`src/pic_pkg.sv`:
```
// package: command encodings, register layout and reset values for the priority controller
package pic_pkg;

    // register bus offsets (byte addresses, one aligned word each)
    localparam logic [7:0] ADDR_CMD_LOW   = 8'h00;
    localparam logic [7:0] ADDR_CMD_HIGH  = 8'h04;
    localparam logic [7:0] ADDR_REQUEST   = 8'h08;
    localparam logic [7:0] ADDR_SERVICE   = 8'h0c;
    localparam logic [7:0] ADDR_MASK      = 8'h10;
    localparam logic [7:0] ADDR_STATUS    = 8'h14;
    localparam logic [7:0] ADDR_ACK       = 8'h18;

    // command word field positions
    localparam int BIT_ROTATE  = 7;
    localparam int BIT_SPEC    = 6;
    localparam int BIT_EOI     = 5;
    localparam int BIT_INIT    = 4;
    localparam int BIT_MODE    = 3;
    localparam int BIT_SMM_SET = 5;
    localparam int BIT_SMM_EN  = 6;

    // reset values
    localparam logic [7:0] MASK_RESET   = 8'h00;
    localparam logic [2:0] LOWEST_RESET = 3'h7;
    localparam logic [7:0] BITS_RESET   = 8'h00;

    // status word layout
    localparam int STAT_SMM   = 0;
    localparam int STAT_IRQ   = 1;
    localparam int STAT_INIT  = 2;
    localparam int STAT_LOW_L = 4;

    typedef enum logic [2:0] {
        PIC_CMD_NONE,
        PIC_CMD_NS_EOI,
        PIC_CMD_SP_EOI,
        PIC_CMD_ROT_AUTO,
        PIC_CMD_ROT_SPEC,
        PIC_CMD_SET_PRIO
    } pic_cmd_t;

    typedef struct packed {
        pic_cmd_t   cmd;
        logic [2:0] level;
    } pic_prio_cmd_t;

    typedef struct packed {
        logic [7:0] best_onehot;
        logic [2:0] best_level;
        logic       valid;
    } pic_pick_t;

endpackage : pic_pkg

```
`src/pic_sync3.sv`:
```
// three-stage synchroniser for the request pins
`timescale 1ns/1ps
module pic_sync3 (
    // clock and reset
    input  wire logic       pclk,
    input  wire logic       presetn,
    input  wire logic       clk_en,
    // pins
    input  wire logic [7:0] pin_in,
    // synchronised level
    output logic      [7:0] level_out
);
    logic [7:0] s1_q;
    logic [7:0] s2_q;
    logic [7:0] s3_q;
    logic [7:0] lvl_q;
    logic [7:0] agree;

    assign agree     = ~(s2_q ^ s3_q);
    assign level_out = lvl_q;

    always_ff @(posedge pclk or negedge presetn)
    begin
        if (!presetn)
        begin
            s1_q  <= 8'h00;
            s2_q  <= 8'h00;
            s3_q  <= 8'h00;
            lvl_q <= 8'h00;
        end
        else if (clk_en)
        begin
            s1_q  <= pin_in;
            s2_q  <= s1_q;
            s3_q  <= s2_q;
            lvl_q <= (agree & s2_q) | (~agree & lvl_q);
        end
    end
endmodule : pic_sync3

```
`src/pic_resolver.sv`:
```
// rotating priority resolver: finds the best candidate from a lowest-priority pointer
`timescale 1ns/1ps
module pic_resolver (
    // candidates and priority order
    input  wire logic [7:0]       cand,
    input  wire logic [2:0]       lowest,
    // result
    output pic_pkg::pic_pick_t    pick
);
    function automatic pic_pkg::pic_pick_t find_best(input logic [7:0] c, input logic [2:0] low);
        pic_pkg::pic_pick_t r;
        logic [2:0]         idx;
        r = '{best_onehot: 8'h00, best_level: 3'h0, valid: 1'b0};
        for (int k = 7; k >= 0; k--)
        begin
            idx = 3'(low + 3'(k) + 3'h1);
            if (c[idx])
            begin
                r.best_onehot = 8'h01 << idx;
                r.best_level  = idx;
                r.valid       = 1'b1;
            end
        end
        return r;
    endfunction : find_best

    assign pick = find_best(cand, lowest);
endmodule : pic_resolver

```
`src/pic_core.sv`:
```
// priority, end-of-service, rotation and mask logic of the eight-input controller with apb access
`timescale 1ns/1ps
module pic_core (
    // clock, reset, enable
    input  wire logic        pclk,
    input  wire logic        presetn,
    input  wire logic        clk_en,
    // apb slave
    input  wire logic        psel,
    input  wire logic        penable,
    input  wire logic        pwrite,
    input  wire logic [7:0]  paddr,
    input  wire logic [31:0] pwdata,
    output logic      [31:0] prdata,
    output logic             pready,
    output logic             pslverr,
    // request pins
    input  wire logic [7:0]  request_input,
    // interrupt request to processor
    output logic             irq
);
    logic [7:0]  request_latch_bits_q;
    logic [7:0]  request_latch_bits_d;
    logic [7:0]  in_service_bits_q;
    logic [7:0]  in_service_bits_d;
    logic [7:0]  interrupt_mask_bits_q;
    logic [7:0]  interrupt_mask_bits_d;
    logic        special_mask_flag_q;
    logic        special_mask_flag_d;
    logic [2:0]  lowest_q;
    logic [2:0]  lowest_d;
    logic        init_done_q;
    logic        init_done_d;
    logic        await_second_q;
    logic        await_second_d;
    logic [7:0]  req_prev_q;
    logic        irq_q;
    logic [31:0] prdata_q;

    logic [7:0]  req_level;
    logic [7:0]  req_rise;
    logic        wr_access;
    logic        rd_access;
    logic        wr_low;
    logic        wr_high;
    logic        wr_ack;
    logic [7:0]  wdata;
    logic        is_init_word;
    logic        is_prio_word;
    logic        is_mode_word;
    logic        addr_ok;
    pic_pkg::pic_prio_cmd_t prio_cmd;
    logic [7:0]  blocking_service;
    logic [7:0]  candidates;
    logic [7:0]  service_view;
    pic_pkg::pic_pick_t req_pick;
    pic_pkg::pic_pick_t svc_pick;
    logic        raise_irq;
    logic [7:0]  level_onehot;
    logic [7:0]  clear_service;
    logic [7:0]  set_service;
    logic [31:0] status_word;
    logic [31:0] read_mux;

    function automatic pic_pkg::pic_cmd_t decode_prio(input logic [7:0] w);
        logic [2:0] top;
        top = w[7:5];
        case (top)
            3'h1:    return pic_pkg::PIC_CMD_NS_EOI;
            3'h3:    return pic_pkg::PIC_CMD_SP_EOI;
            3'h5:    return pic_pkg::PIC_CMD_ROT_AUTO;
            3'h7:    return pic_pkg::PIC_CMD_ROT_SPEC;
            3'h6:    return pic_pkg::PIC_CMD_SET_PRIO;
            default: return pic_pkg::PIC_CMD_NONE;
        endcase
    endfunction : decode_prio

    // a pin edge reaches the request latch five edges after the pin rises
    pic_sync3 u_sync (
        .pclk      (pclk),
        .presetn   (presetn),
        .clk_en    (clk_en),
        .pin_in    (request_input),
        .level_out (req_level)
    );

    // apb decode; zero wait states
    assign wr_access = psel & penable & pwrite & clk_en;
    assign rd_access = psel & penable & ~pwrite & clk_en;
    assign wdata     = pwdata[7:0];
    assign addr_ok   = (paddr == pic_pkg::ADDR_CMD_LOW) | (paddr == pic_pkg::ADDR_CMD_HIGH)
                     | (paddr == pic_pkg::ADDR_REQUEST) | (paddr == pic_pkg::ADDR_SERVICE)
                     | (paddr == pic_pkg::ADDR_MASK) | (paddr == pic_pkg::ADDR_STATUS)
                     | (paddr == pic_pkg::ADDR_ACK);
    assign wr_low    = wr_access & (paddr == pic_pkg::ADDR_CMD_LOW);
    assign wr_high   = wr_access & (paddr == pic_pkg::ADDR_CMD_HIGH);
    assign wr_ack    = wr_access & (paddr == pic_pkg::ADDR_ACK);
    assign pready    = 1'b1;
    assign pslverr   = psel & penable & ~addr_ok;

    // command word classification
    assign is_init_word = wr_low & wdata[pic_pkg::BIT_INIT];
    assign is_prio_word = wr_low & ~wdata[pic_pkg::BIT_INIT] & ~wdata[pic_pkg::BIT_MODE];
    assign is_mode_word = wr_low & ~wdata[pic_pkg::BIT_INIT] & wdata[pic_pkg::BIT_MODE];
    assign prio_cmd.cmd   = is_prio_word ? decode_prio(wdata) : pic_pkg::PIC_CMD_NONE;
    assign prio_cmd.level = wdata[2:0];
    assign level_onehot   = 8'h01 << prio_cmd.level;

    // request latching ignores the mask
    assign req_rise = req_level & ~req_prev_q;

    // masked levels stop blocking in special mask mode
    assign blocking_service = special_mask_flag_q ? (in_service_bits_q & ~interrupt_mask_bits_q)
                                                  : in_service_bits_q;
    assign candidates   = request_latch_bits_q & ~interrupt_mask_bits_q;
    assign service_view = in_service_bits_q;

    pic_resolver u_req_pick (
        .cand   (candidates),
        .lowest (lowest_q),
        .pick   (req_pick)
    );

    pic_resolver u_svc_pick (
        .cand   (service_view),
        .lowest (lowest_q),
        .pick   (svc_pick)
    );

    // rank compare: every blocking level above the request in rotation order outranks it
    logic [7:0] outrank_mask;
    always_comb
    begin
        logic [2:0] idx;
        idx          = 3'h0;
        outrank_mask = 8'h00;
        for (int k = 0; k < 8; k++)
        begin
            idx = 3'(lowest_q + 3'(k) + 3'h1);
            if (3'(idx) == req_pick.best_level)
            begin
                break;
            end
            outrank_mask[idx] = 1'b1;
        end
    end

    // equal or higher blocking levels suppress the interrupt
    assign raise_irq = init_done_q & req_pick.valid
                     & ((blocking_service & (outrank_mask | req_pick.best_onehot)) == 8'h00);

    // end-of-service clearing and priority pointer update
    always_comb
    begin
        clear_service = 8'h00;
        lowest_d      = lowest_q;
        // commands that name a level take it from the three low data bits
        case (prio_cmd.cmd)
            pic_pkg::PIC_CMD_NS_EOI:
            begin
                clear_service = svc_pick.best_onehot;
            end
            pic_pkg::PIC_CMD_SP_EOI:
            begin
                clear_service = level_onehot;
            end
            pic_pkg::PIC_CMD_ROT_AUTO:
            begin
                clear_service = svc_pick.best_onehot;
                if (svc_pick.valid)
                begin
                    lowest_d = svc_pick.best_level;
                end
            end
            pic_pkg::PIC_CMD_ROT_SPEC:
            begin
                clear_service = level_onehot;
                lowest_d      = prio_cmd.level;
            end
            pic_pkg::PIC_CMD_SET_PRIO:
            begin
                lowest_d = prio_cmd.level;
            end
            default:
            begin
                clear_service = 8'h00;
            end
        endcase
        if (is_init_word)
        begin
            lowest_d = pic_pkg::LOWEST_RESET;
        end
    end

    // software acknowledge takes the current winner
    // and clears its request in the same cycle
    assign set_service = (wr_ack & raise_irq) ? req_pick.best_onehot : 8'h00;

    // next register values; an initialization word overrides every other update
    always_comb
    begin
        in_service_bits_d    = (in_service_bits_q & ~clear_service) | set_service;
        request_latch_bits_d = (request_latch_bits_q & ~set_service) | req_rise;
        interrupt_mask_bits_d = interrupt_mask_bits_q;
        special_mask_flag_d   = special_mask_flag_q;
        init_done_d           = init_done_q;
        await_second_d        = await_second_q;
        if (is_init_word)
        begin
            in_service_bits_d     = pic_pkg::BITS_RESET;
            request_latch_bits_d  = pic_pkg::BITS_RESET;
            interrupt_mask_bits_d = pic_pkg::MASK_RESET;
            special_mask_flag_d   = 1'b0;
            init_done_d           = 1'b0;
            await_second_d        = 1'b1;
        end
        else if (wr_high & await_second_q)
        begin
            init_done_d    = 1'b1;
            await_second_d = 1'b0;
        end
        else if (wr_high & init_done_q)
        begin
            interrupt_mask_bits_d = wdata;
        end
        if (is_mode_word & wdata[pic_pkg::BIT_SMM_EN])
        begin
            special_mask_flag_d = wdata[pic_pkg::BIT_SMM_SET];
        end
    end

    // status and readback
    // status holds the special mask flag, irq, init done and the lowest-priority pointer
    assign status_word = {24'h000000, 1'b0, lowest_q, 1'b0, init_done_q, irq_q, special_mask_flag_q};
    assign read_mux = (paddr == pic_pkg::ADDR_REQUEST) ? {24'h000000, request_latch_bits_q}
                    : (paddr == pic_pkg::ADDR_SERVICE) ? {24'h000000, in_service_bits_q}
                    : (paddr == pic_pkg::ADDR_MASK)    ? {24'h000000, interrupt_mask_bits_q}
                    : (paddr == pic_pkg::ADDR_STATUS)  ? status_word
                    : 32'h00000000;
    assign prdata = prdata_q;
    assign irq    = irq_q;

    // request and in-service registers
    always_ff @(posedge pclk or negedge presetn)
    begin
        if (!presetn)
        begin
            request_latch_bits_q <= pic_pkg::BITS_RESET;
            in_service_bits_q    <= pic_pkg::BITS_RESET;
        end
        else if (clk_en)
        begin
            request_latch_bits_q <= request_latch_bits_d;
            in_service_bits_q    <= in_service_bits_d;
        end
    end

    // mask and special mask flag
    always_ff @(posedge pclk or negedge presetn)
    begin
        if (!presetn)
        begin
            interrupt_mask_bits_q <= pic_pkg::MASK_RESET;
            special_mask_flag_q   <= 1'b0;
        end
        else if (clk_en)
        begin
            interrupt_mask_bits_q <= interrupt_mask_bits_d;
            special_mask_flag_q   <= special_mask_flag_d;
        end
    end

    // priority pointer and initialization progress
    always_ff @(posedge pclk or negedge presetn)
    begin
        if (!presetn)
        begin
            lowest_q       <= pic_pkg::LOWEST_RESET;
            init_done_q    <= 1'b0;
            await_second_q <= 1'b0;
        end
        else if (clk_en)
        begin
            lowest_q       <= lowest_d;
            init_done_q    <= init_done_d;
            await_second_q <= await_second_d;
        end
    end

    // request edge history and interrupt pin
    always_ff @(posedge pclk or negedge presetn)
    begin
        if (!presetn)
        begin
            req_prev_q <= 8'h00;
            irq_q      <= 1'b0;
        end
        else if (clk_en)
        begin
            req_prev_q <= req_level;
            irq_q      <= raise_irq;
        end
    end

    // read data registered on the setup cycle so it is valid in the access phase
    always_ff @(posedge pclk or negedge presetn)
    begin
        if (!presetn)
        begin
            prdata_q <= 32'h00000000;
        end
        else if (clk_en & psel & ~penable & ~pwrite)
        begin
            prdata_q <= read_mux;
        end
    end

    // upper write data and the read strobe are not needed by any register
    logic unused_bits;
    assign unused_bits = ^{pwdata[31:8], rd_access};
endmodule : pic_core

```
`config.mk`:
```
export PLATFORM = sky130hd
export DESIGN_NAME = pic_core
export DESIGN_NICKNAME = d
export VERILOG_FILES = /design/src/pic_pkg.sv /design/src/pic_sync3.sv /design/src/pic_resolver.sv /design/src/pic_core.sv
export SDC_FILE = /design/constraint.sdc
export NUM_CORES = 1
export LEC_CHECK = 0
export ABC_AREA = 1
export BUFFER_PORTS_ARGS = -buffer_cell sky130_fd_sc_hd__buf_2
export CAP_MARGIN = 20
export CORE_MARGIN = 2
export CORE_UTILIZATION = 35
export DETAILED_ROUTE_END_ITERATION = 12
export PLACE_DENSITY = 0.64
export SLEW_MARGIN = 25
export SYNTH_ARGS = -nofsm -noshare
export SYNTH_HDL_FRONTEND = slang
export SYNTH_SLANG_ARGS = --single-unit
```
`constraint.sdc`:
```
create_clock -name pclk -period 4.2 [get_ports pclk]
set_input_delay 0.21 -clock pclk [delete_from_list [all_inputs] [get_ports pclk]]
set_output_delay 0.21 -clock pclk [all_outputs]
set_load 0.05 [all_outputs]
```
## Yosys cells after proc, flatten, opt, wreduce, memory -nomap -nowiden

Index checks and enable logic that the tools add are counted.

- Logic and storage cells: 316
- Bits of input ports: 54
- Output and inout port bits: 35
- Register bits: 103

- Reduce and logical (&&, ||, !) cells: 21
- Add/subtract/negate cells: 14
- Order comparisons: 16
- Bitwise logic cells: 57
- Shift-type cells: 9
- Mux-type cells: 159
- Eq/ne operators: 26

Operators with widths:

| operator | count |
|---|---|
| two-way mux 8 bit | 46 |
| two-way mux 12 bit | 16 |
| OR 8 bit | 11 |
| << shifter 1 x 3 -> 8 bit, first input constant | 9 |
| two-way mux 1 bit | 66 |
| bitwise AND 8 bit | 8 |
| binary-select mux 1 bit (select 3 bit) | 16 |
| inverter 8 bit | 6 |
| < comparator 3 x 4 -> 1 bit, second input constant | 8 |
| adder 3 x 1 -> 3 bit, second input constant | 8 |
| demux 1 bit (select 3 bit) | 8 |
| equality test 3 bit | 8 |
| equality test 8 x 5 -> 1 bit, second input constant | 3 |
| >= comparator 3 x 1 -> 1 bit, second input constant | 8 |
| bitwise AND 1 bit | 20 |
| equality test 8 x 4 -> 1 bit, second input constant | 2 |
| zero test 8 bit | 2 |
| case mux 8 bit (2 select lines) | 1 |
| equality test 3 bit, second input constant | 5 |
| case mux 3 bit (5 select lines) | 1 |
| adder 3 bit, second input constant | 4 |
| equality test 3 x 2 -> 1 bit, second input constant | 3 |
| two-way mux 3 bit | 3 |
| equality test 8 x 3 -> 1 bit, second input constant | 1 |
| other kinds (15) | 39 |

## Logic depth before layout (Yosys ltp)

Gate-level depths: netlist of the first run.

- Word-level depth: 67
- Depth in mapped cells: 46
- Mapped depth without buffers: 44

## Modules after synthesis

A second synthesis of the first run with hierarchy kept.

- Cells, all modules: 1407
- Area, all modules: 8315.5 µm²

Modules (own cells, without submodules):

| module | area an instance (µm²) | cells an instance | seq. area each (µm²) | times used |
|---|---|---|---|---|
| pic_core | 3836.2 | 607 | 1179.9 | 1 |
| pic_resolver at u_req_pick | 1590.3 | 322 | 0.0 | 1 |
| pic_resolver at u_svc_pick | 1496.4 | 311 | 0.0 | 1 |
| pic_sync3 | 1392.6 | 167 | 800.8 | 1 |

## Least setup slack after synthesis of the first run

No wires, ideal clock.

- Path kind: reg2reg
- From: register lowest_q[0]
- To: register request_latch_bits_q[0]
- Setup time: 0.117 ns
- Path buffers: 4
- Clock period less this slack: 4.221 ns
- Stages on the path, launching flop included: 34
- Data required time: 4.083 ns
- Arrival time: 4.104 ns
- Setup slack: -0.021 ns
- Cell sequence: dfstp_2 > inv_2 > buf_6 > clkbuf_1 > ha_1 > buf_2 > inv_2 > nand3_1 > nand3_4 > nand2_4 > clkinv_4 > nand2_1 > a31oi_1 > o21ai_1 > a21oi_4 > inv_2 > or3_1 > buf_2 > nand2_1 > nand2_1 > nand2_1 > nand2_1 > nand2_1 > nand2_1 > nand2_1 > nand2_1 > nand2_1 > nand3_1 > nor2_2 > nand4_1 > nand2_1 > nand2_1 > nand2_1 > nand2_1

- Longest elaborated chain between the ends: 67
- Elaborated cells on any way between the ends: 184
- Classes of those cells: add/sub (14); order compare (16); eq/ne (8); shift (8); mux (114); bitwise (15); reduce/logical (9)

Ends and longest elaborated chain:

| item | line | source |
|---|---|---|
| from (decl) | pic_core.sv:30 | `logic [2:0] lowest_q;` |
| from (signal assigned) | pic_core.sv:278 | `lowest_q <= pic_pkg::LOWEST_RESET;` |
| from (signal assigned) | pic_core.sv:284 | `lowest_q <= lowest_d;` |
| adder 3 bit | pic_resolver.sv:16, pic_core.sv:139 |  |
| adder 3 x 1 -> 3 bit | pic_resolver.sv:16, pic_core.sv:139 |  |
| binary-select mux 1 bit (select 3 bit) | pic_resolver.sv:17 | `if (c[idx])` |
| two-way mux 1 bit (implied by the code) | pic_resolver.sv:17 |  |
| two-way mux 12 bit (8 in series) | pic_resolver.sv:17 |  |
| equality test 3 bit | pic_core.sv:140 | `if (3'(idx) == req_pick.best_level)` |
| two-way mux 1 bit | pic_core.sv:140 |  |
| two-way mux 8 bit | pic_core.sv:144 | `outrank_mask[idx] = 1'b1;` |
| (+44 left out) | -- |  |
| zero test 8 bit | pic_core.sv:150 | `& ((blocking_service & (outrank_mask \| req_pick.best_onehot)) == 8'h00);` |
| bitwise AND 1 bit | pic_core.sv:150 |  |
| bitwise AND 1 bit | pic_core.sv:197 | `assign set_service = (wr_ack & raise_irq) ? req_pick.best_onehot : 8'h00;` |
| two-way mux 8 bit (*) | pic_core.sv:197 |  |
| inverter 8 bit (*) | pic_core.sv:203 | `request_latch_bits_d = (request_latch_bits_q & ~set_service) \| req_rise;` |
| bitwise AND 8 bit (*) | pic_core.sv:203 |  |
| OR 8 bit (*) | pic_core.sv:203 |  |
| two-way mux 8 bit (*) | pic_core.sv:208 | `if (is_init_word)` |
| to (signal assigned) | pic_core.sv:248 | `request_latch_bits_q <= pic_pkg::BITS_RESET;` |
| to (signal assigned) | pic_core.sv:253 | `request_latch_bits_q <= request_latch_bits_d;` |
| to (decl) | pic_core.sv:22 | `logic [7:0] request_latch_bits_q;` |

Mark *: on every way between the ends. The rest lies on a longest branch, timed or not. The select of a mux whose other input is x is not followed.
A chain may end at the register's enable or synchronous reset.

## Final worst setup path of the first run

- From: register lowest_q[1]
- To: register request_latch_bits_q[2]

Same word-level chain as after synthesis.

==> run metrics, run 1 <==
status=finished, violations left; violated checks=negative setup slack; largest family of logic cells by synthesized area=simple AND/OR/NAND/NOR gates; Die Y=148.5 µm; antenna violations before repair=0; vias per cell=approximately 5.4; Slew headroom=0.2795; Detail Placement HPWL=19620 µm; CP Launch Point=lowest_q[1]; Synth Area in Adders=0.02226; VDD IR-drop max=just under 0.3 mV; vias in the first global route=between 7000 and 8000; fill count=2091; min setup slack post-route=-0.06575 ns; Yosys Warn Count=0; DR pass1 iterations=6; Final Hold Slack=0.08063 ns; FF-to-FF setup slack=-0.07 ns; Async SR Flop Fraction=1.000; Max Cap Violations=0; worst flop-to-flop path startpoint=lowest_q[1]; Congestion Overflow GR=0; initial drt markers=988; CTS Sinks=about 80; xor and xnor area share after synthesis=0.003595; final setup fails=10; Nets=between 1000 and 1500; H-tree level count=3; die area=22050 µm²; hold crit path type=in2reg; Synth Area in Compound Gates=0.2159; RSZ-0062 raised after global routing=yes; mux share of post-synthesis cell area=0.002739; Worst path max stage delay=0.57 ns; PwrDens=between 200 and 250 nW/µm²; CP endpoint=request_latch_bits_q[2]; Synth Area in Simple Gates=0.3462; Seq/Total Area, Yosys=0.2710; GR Util All Layers=0.2313; number of antenna diodes=0; Critical-path top delay cell=dfstp_2; clock root buffer=clkbuf_16; synthesized flop and latch total=79; Post-Route Utilization=0.4426; setup TNS=-0.2625 ns; Worst Tran Pin Value=between 1 and 1.5 ns; crit end category=flop; Total Wirelength=25850 µm; GPL Wtd Cong=0.9769; global-route wire length before repair=40710 µm; Routed WL per cell=16.86 µm; LEAKAGE=4.531 nW; Initial Util=0.3589; Syn-to-layout area delta=23.32%; Post-Syn Instances=1148; CORE AREA=20360 µm²; layout cell share with drive strength beyond 1=0.2035; Post-synth EDFFs=0; Slew Limit Fails=0; syn avg cell area=between 6 and 7 µm²; area occupied by multi-input gates=4713 µm²; Reg area=between 1500 and 2000 µm²; Worst-Skew Late Latency=0.34 ns; final antenna-violating net count=0; io pins=89; CTS buffer count=9; # DRC=0; Startpoint Class=flop; row cnt=52; Clock Pin Slew Worst Setup and Hold Paths=roughly 0.06 ns; Most used DFF post-synth=dfrtp_1; synthesized area=7308 µm²; reg2reg path depth=38; Fin. Hold Viols=0; CTS max path bufs=2; die span in x=148.5 µm; worst reg2reg endpoint=request_latch_bits_q[2]; Clock Skews=0.004610 ns; via count=about 8300; Critical Path RT=4.42 ns; Data arrival, critical path=4.49 ns; crit path time final=approximately 4.3 ns; Setup WS pre-CTS=-0.1337 ns; CTS tree=done; fin crit share=1.016; CP max FO=8; post-synth cell types=50; pin count of the biggest net entering global routing=80; fmax=234.4 MHz; CP Class=reg2reg; CP most frequent cell=nand2_1; IO Port Bufs=39
==> synth_stat cells (2+ instances only) <==
master,count,area [µm²]
nand2_1,350,1314
inv_1,143,536.8
o21ai_0,93,465.5
nand3_1,80,400.4
dfrtp_1,76,1902
nor2_1,72,270.3
a21oi_1,47,235.2
buf_4,27,202.7
clkbuf_1,24,90.09
o221ai_1,22,192.7
o22ai_1,18,112.6
nand4_1,14,87.58
ha_1,13,162.7
o211ai_1,13,97.59
nand3_2,12,120.1
nor3_1,12,60.06
inv_2,11,41.29
o311ai_0,11,96.34
a221oi_1,10,87.58
a31oi_1,9,56.30
nand2_2,7,43.79
nand2_4,7,78.83
o2111ai_1,7,61.31
a22oi_1,6,45.04
nor4_1,6,37.54
buf_1,5,18.77
buf_2,5,25.02
buf_6,5,56.30
a211oi_1,4,30.03
nor2_2,4,25.02
clkinv_1,3,11.26
dfstp_2,3,78.83
o21a_1,3,22.52
or2_2,3,18.77
xor2_1,3,26.28
conb_1,2,7.510
inv_4,2,12.51
mux2i_1,2,20.02
nand3_4,2,35.03
o21ai_1,2,10.01
==> cell type report <==
type | instances | area share
clock buffer | 13 | 0.02999
timing repair buffer | 141 | 0.1162
clock inverter | 3 | 0.004443
sequential | 79 | 0.2198
tap | 270 | 0.03748
multi-input combinational | 867 | 0.5230
inverter | 160 | 0.06914
==> layer usage <==
layer	wire length [µm]	vias up	share of wire	GRT usage
li1	-	4014	-	-
met1	11060	3839	0.43	0.3169
met2	11710	402	0.45	0.3755
met3	2045	84	0.079	0.02853
met4	1029	0	0.040	0.08524
met5	0	-	0	0
==> how the worst min path moves through the flow <==
stage	cells past startpoint	start	slack (ns)	end
after global routing	3	request_input[7]	0.1	u_sync.s1_q[7]
after detailed placement	3	request_input[2]	0.43	u_sync.s1_q[2]
final	3	request_input[7]	0.08	u_sync.s1_q[7]
after floorplan	0	presetn	-0.09	async pin
after CTS	1	presetn	0.07	req_prev_q[4]
after global placement	3	request_input[4]	0.42	u_sync.s1_q[4]
==> critical path, delay by kind of cell, from the launching register on <==
family	cells	cell delay, ns
simple gates	29	2.26
compound gates	3	0.50
flops	1	0.57
fa+ha+maj	1	0.30
buf+inv	5	0.51
==> cell usage in the layout (no fill, tap or decap), types with 14 or more instances in the layout <==
cell type    n
o221ai_1    22
o21ai_0     92
nand3_2     19
buf_2       38
a21oi_1     37
nand4_1     14
o22ai_1     18
buf_4       92
inv_1      143
dfrtp_1     76
conb_1      25
nand2_2     17
nor2_1      72
nand3_1     68
nand2_1    336
==> where the power goes <==
part / total (mW) / internal (mW) / switching (mW)
logic: 0.382 / 0.119 / 0.263
registers: 0.905 / 0.837 / 0.0678
clock network: 0.801 / 0.507 / 0.294
total: 2.09 / 1.46 / 0.625
==> metrics by stage <==
stage / power (mW) / instances / cell area [µm²]
4_1_cts: 2.091 / 1518 / 8621
2_1_floorplan: 1.168 / 1171 / 7405
3_5_place_dp: 1.276 / 1498 / 8190
6_report: 2.088 / 1533 / 9012
5_1_grt: 2.189 / 1533 / 9012
3_3_place_gp: 1.265 / 1498 / 8190
==> logic make-up after synthesis <==
logic type,Yosys count
AOI/OAI and AO/OA,251
xor gates and xnor gates,3
adders and majority gates,13
buffers and inverters,226
DFF,79
muxes,2
other,2
and+or+nand+nor,572
==> timing repair <==
action | in CTS | in global routing
hold buffers | 0 | 1
gates cloned | 0 | 2
buffers inserted | 4 | 12
endpoints found under the setup margin | 15 | 17
endpoints found under the hold margin | 0 | 46
gates resized for setup | 20 | 56
pin swaps | 9 | 30
Note: power is estimated with default switching activity, not from simulation.
==> run 2: changes to the inputs <==
PLACE_DENSITY = 0.62   (was 0.64)
clock period = 4.5 ns   (was 4.2 ns; I/O delays follow)
==> run metrics, run 2 (synthesized netlist as in run 1, its figures left out) <==
CP Class=reg2reg (unchanged); clock root buffer=clkbuf_16 (unchanged); CP most frequent cell=nand2_1 (unchanged); # DRC=0 (unchanged); layout cell share with drive strength beyond 1=0.1687 (was 0.2035); Worst Tran Pin Value=0.9541 ns (was 1.071 ns); crit path time final=4.348 ns (was 4.266 ns); Clock Skews=0.009409 ns (was 0.004610 ns); via count=8194 (was 8339); vias in the first global route=7296 (was 7658); VDD IR-drop max=0.3718 mV (was 0.2949 mV); Worst-Skew Late Latency=0.35 ns (was 0.34 ns); CTS tree=done (unchanged); CTS Sinks=79 (unchanged); CTS max path bufs=2 (unchanged); status=finished, final reports clean (was finished, violations left); IO Port Bufs=39 (unchanged); vias per cell=5.474 (was 5.440); Fin. Hold Viols=0 (unchanged); Nets=1289 (was 1325); row cnt=52 (unchanged); Slew Limit Fails=0 (unchanged); fin crit share=0.9663 (was 1.016); Sequential Power Share=0.423 (was 0.433); fmax=230.0 MHz (was 234.4 MHz); Congestion Overflow GR=0 (unchanged); GPL Wtd Cong=0.9917 (was 0.9769); Routed WL per cell=16.95 µm (was 16.86 µm); CORE AREA=20360 µm² (unchanged); Clk pwr share=0.406 (was 0.384); CP max FO=11 (was 8); io pins=89 (unchanged); crit end category=flop (unchanged); die span in x=148.5 µm (unchanged); Critical Path RT=4.73 ns (was 4.42 ns); CTS buffer count=9 (unchanged); Initial Util=0.3589 (unchanged); number of antenna diodes=0 (unchanged); PwrDens=230.3 nW/µm² (was 231.6 nW/µm²); overall power=1.986 mW (was 2.088 mW); die area=22050 µm² (unchanged); GR Util All Layers=0.2263 (was 0.2313); final antenna-violating net count=0 (unchanged); RSZ-0062 raised after global routing=yes (unchanged); Gate power share=0.171 (was 0.183); Worst path max stage delay=0.61 ns (was 0.57 ns); Data arrival, critical path=4.57 ns (was 4.49 ns); DR pass1 iterations=7 (was 6); Max Cap Violations=0 (unchanged); Total Wirelength=25370 µm (was 25850 µm); Startpoint Class=flop (unchanged); Die Y=148.5 µm (unchanged); most frequent cells in the layout=nand2_1 (344), inv_1 (143), o21ai_0 (93) (was nand2_1 (336), inv_1 (143), o21ai_0 (92), buf_4 (92), dfrtp_1 (76)); Clock Pin Slew Worst Setup and Hold Paths=0.06 ns (about the same); final setup fails=0 (was 10); Critical-path top delay cell=dfstp_2 (unchanged); global-route wire length before repair=39680 µm (was 40710 µm); initial drt markers=811 (was 988); Int Pwr=1.395 mW (was 1.463 mW); commonest non-fill, non-tap cell in the layout=nand2_1 (unchanged); Detail Placement HPWL=18980 µm (was 19620 µm); antenna violations before repair=0 (unchanged); Slew headroom=0.3616 (was 0.2795); sw power=0.5912 mW (was 0.6245 mW); Syn-to-layout area delta=17.99% (was 23.32%); sw frac=0.2977 (was 0.2992); hold crit path type=in2reg (unchanged); H-tree level count=3 (unchanged); LEAKAGE=4.317 nW (was 4.531 nW); pin count of the biggest net entering global routing=80 (unchanged); Post-Route Utilization=0.4234 (was 0.4426)
## run 2: what timing repair did
action,in CTS,in global routing
buffers inserted,0,14
hold buffers,0,1
hold endpoints to repair,0,42
resized for setup,0,44
endpoints found under the setup margin,0,17
## run 2: final timing paths
path	start	slack, ns	end	cells past startpoint
max reg2reg	lowest_q[0]	0.15	request_latch_bits_q[7]	35
min	request_input[3]	0.09	u_sync.s1_q[3]	3
max	lowest_q[0]	0.15	request_latch_bits_q[7]	35
min in group asynchronous	presetn	0.49	u_sync.s1_q[7]	2
min reg2reg	u_sync.s1_q[7]	0.48	u_sync.s1_q[7]	2
max in group asynchronous	presetn	3.51	request_latch_bits_q[3]	2
## run 2: cell type report
cell class | count | area, µm²
Fill cell | 2162 | 11740
Timing Repair Buffer | 106 | 763.2
Multi-Input combinational cell | 866 | 4586
Inverter | 160 | 623.1
Tap cell | 270 | 337.8
Clock buffer | 11 | 252.7
Clock inverter | 5 | 80.08
Sequential cell | 79 | 1981
## run 2: metal layers
metal / vias up / global-route usage / wire length (µm)
met1: 3762 / 0.3151 / 10990
met3: 81 / 0.02822 / 1695
met5: - / 0 / 0
li1: 3942 / - / -
met2: 409 / 0.3535 / 11540
met4: 0 / 0.09857 / 1144
## run 2: worst max-delay path: cells and delay by family (launching register included)
family                     cells  cell delay, ns
and+or+nand+nor               27            2.29
buffers and inverters          6            0.89
adders and majority gates      2            0.43
DFF                            1            0.61
## run 2: power by group through the flow
stage                     Combinational [mW]  Clock [mW]  Sequential, mW
after CTS                              0.332       0.819           0.837
after floorplan                        0.247           0           0.843
after global placement                 0.322           0           0.847
after detailed placement               0.329           0           0.849
final                                  0.340       0.806           0.840
after global routing                   0.386       0.849           0.850
## run 2: through the flow
step	area, µm²	hold WS, ns	setup TNS [ns]	std cells	setup slack [ns]
2_1_floorplan	7395	-0.07059	0	1171	0.2790
3_3_place_gp	7918	0.4330	0	1463	0.07560
3_5_place_dp	7918	0.4380	0	1463	0.07259
4_1_cts	8250	0.08263	0	1479	0.02835
5_1_grt	8623	0.09861	-2.457	1497	-0.2244
6_report	8623	0.08825	0	1497	0.1517
==> run 3: changes to the inputs <==
CORE_UTILIZATION = 60   (was 35)
PLACE_DENSITY = 0.91   (was 0.62)
==> run metrics, run 3 (synthesized netlist as in run 1, its figures left out) <==
status=finished, final reports clean (unchanged); GR Util All Layers=0.3913 (was 0.2263); CP Class=reg2reg (unchanged); Cells after DPL=1344 (was 1463); cell area after layout=8544 µm² (was 8623 µm²); # DRC=0 (unchanged); Routed WL per cell=18.95 µm (was 16.95 µm); Critical Path RT=4.75 ns (was 4.73 ns); via count=8627 (was 8194); FF-to-FF setup slack=0.08 ns (was 0.15 ns); Reg area=1981 µm² (unchanged); Detail Placement HPWL=18820 µm (was 18980 µm); Syn-to-layout area delta=16.91% (was 17.99%); worst reg2reg endpoint=in_service_bits_q[7] (was request_latch_bits_q[7]); worst flop-to-flop path startpoint=lowest_q[0] (unchanged); DR pass1 iterations=6 (was 7); Clock Pin Slew Worst Setup and Hold Paths=0.06 ns (about the same); Int Pwr=1.340 mW (was 1.395 mW); io pins=89 (unchanged); RSZ-0062 raised after global routing=yes (unchanged); Worst-Skew Late Latency=0.33 ns (was 0.35 ns); Sequential Power Share=0.436 (was 0.423); Die Y=114.4 µm (was 148.5 µm); Setup WS pre-CTS=-0.04506 ns (was 0.07259 ns); H-tree level count=3 (unchanged); Worst Tran Pin Value=0.9196 ns (was 0.9541 ns); fin crit share=0.9829 (was 0.9663); Clk pwr share=0.381 (was 0.406); area occupied by multi-input gates=4624 µm² (was 4586 µm²); Critical-path top delay cell=dfstp_2 (unchanged); fill count=993 (was 2162); pin count of the biggest net entering global routing=80 (unchanged); CP endpoint=in_service_bits_q[7] (was request_latch_bits_q[7]); LEAKAGE=4.388 nW (was 4.317 nW); Total Wirelength=26230 µm (was 25370 µm); sw frac=0.3107 (was 0.2977); CORE AREA=11960 µm² (was 20360 µm²); die area=13080 µm² (was 22050 µm²); crit end category=flop (unchanged); antenna violations before repair=0 (unchanged); Worst path max stage delay=0.61 ns (about the same); Final Non-Filler Cells=1384 (was 1497); fmax=226.1 MHz (was 230.0 MHz); Congestion Overflow GR=0 (unchanged); Slew headroom=0.3862 (was 0.3616); min setup slack post-route=0.07708 ns (was 0.1517 ns); die span in x=114.4 µm (was 148.5 µm); clock root buffer=clkbuf_16 (unchanged); Data arrival, critical path=4.68 ns (was 4.57 ns); commonest non-fill, non-tap cell in the layout=nand2_1 (unchanged); Post-DP Area=7794 µm² (was 7918 µm²); global-route wire length before repair=40010 µm (was 39680 µm); CTS buffer count=9 (unchanged); CP most frequent cell=nand2_1 (unchanged); row cnt=40 (was 52); crit path time final=4.423 ns (was 4.348 ns); IO Port Bufs=39 (unchanged); Startpoint Class=flop (unchanged); sw power=0.6040 mW (was 0.5912 mW); CTS Sinks=79 (unchanged); layout cell share with drive strength beyond 1=0.1770 (was 0.1687); reg2reg path depth=29 (was 35); CTS max path bufs=2 (unchanged); initial drt markers=1173 (was 811); Initial Util=0.6110 (was 0.3589); final setup fails=0 (unchanged); vias per cell=6.233 (was 5.474); Clock Skews=0.003151 ns (was 0.009409 ns); VDD IR-drop max=0.5163 mV (was 0.3718 mV); Slew Limit Fails=0 (unchanged); final antenna-violating net count=0 (unchanged); CTS tree=done (unchanged); Max Cap Violations=0 (unchanged); Gate power share=0.183 (was 0.171); hold crit path type=in2reg (unchanged); CP max FO=8 (was 11); most frequent cells in the layout=nand2_1 (342), inv_1 (141), o21ai_0 (92) (was nand2_1 (344), inv_1 (143), o21ai_0 (93)); CP Launch Point=lowest_q[0] (unchanged); vias in the first global route=7634 (was 7296); Fin. Hold Viols=0 (unchanged); Nets=1299 (was 1289); number of antenna diodes=0 (unchanged); PwrDens=227.5 nW/µm² (was 230.3 nW/µm²); GPL Wtd Cong=1.049 (was 0.9917)
-- run 3: cell type report --
class	count	area share
flip-flops and latches	79	0.2318
repair buffers	115	0.09723
clock inverters	5	0.006590
clock buffers	11	0.02958
inverters	160	0.07205
well taps	147	0.02153
multi-input cells	867	0.5412
-- run 3: worst min path at each step --
stage	from	end	slack, ns	cells past startpoint
global placement	presetn	u_sync.s3_q[3]	0.43	1
detailed placement	presetn	u_sync.s3_q[0]	0.43	1
CTS	presetn	u_sync.s3_q[0]	0.08	1
global route	request_input[7]	u_sync.s1_q[7]	0.1	3
finish	request_input[3]	u_sync.s1_q[3]	0.1	3
floorplan	presetn	async pin	-0.07	0
-- run 3: metal layers --
metal | global-route usage | part of all wire | up-vias
met3 | 0.05347 | 0.10 | 118
met4 | 0.1837 | 0.051 | 0
met2 | 0.6266 | 0.45 | 655
li1 | - | - | 3955
met1 | 0.5268 | 0.39 | 3899
met5 | 0 | 0 | -
-- run 3: power groups by stage --
stage,clock (mW),combinational (mW),sequential [mW]
2_1_floorplan,0,0.247,0.843
3_3_place_gp,0,0.317,0.848
3_5_place_dp,0,0.331,0.851
4_1_cts,0.741,0.339,0.841
5_1_grt,0.772,0.392,0.853
6_report,0.741,0.355,0.848
-- run 3: timing repair --
item | in CTS | in global routing
hold endpoints to repair | 0 | 32
buffers inserted | 0 | 19
setup endpoints to repair | 7 | 17
resized for setup | 2 | 48
hold buffers | 0 | 1
gates cloned | 0 | 4
pin swaps | 0 | 16
-- run 3: per-stage QoR --
step	utilization	power (mW)	setup TNS, ns	hold WS (ns)
2_1_floorplan	-	1.089	0	-0.07059
6_report	0.7143	1.944	0	0.09983
3_5_place_dp	0.6516	1.182	-0.05673	0.4331
4_1_cts	0.6782	1.922	0	0.08108
3_3_place_gp	0.6516	1.165	0	0.4252
5_1_grt	0.7143	2.017	-2.276	0.09864
-- run 3: critical path: cells and delay by family (launching register included) --
kind	cells	cell delay, ns
flip-flops	1	0.61
AND/OR/NAND/NOR	17	1.93
buffers and inverters	7	0.87
adder cells (fa/ha/maj)	1	0.31
AO/OA/AOI/OAI	4	0.61
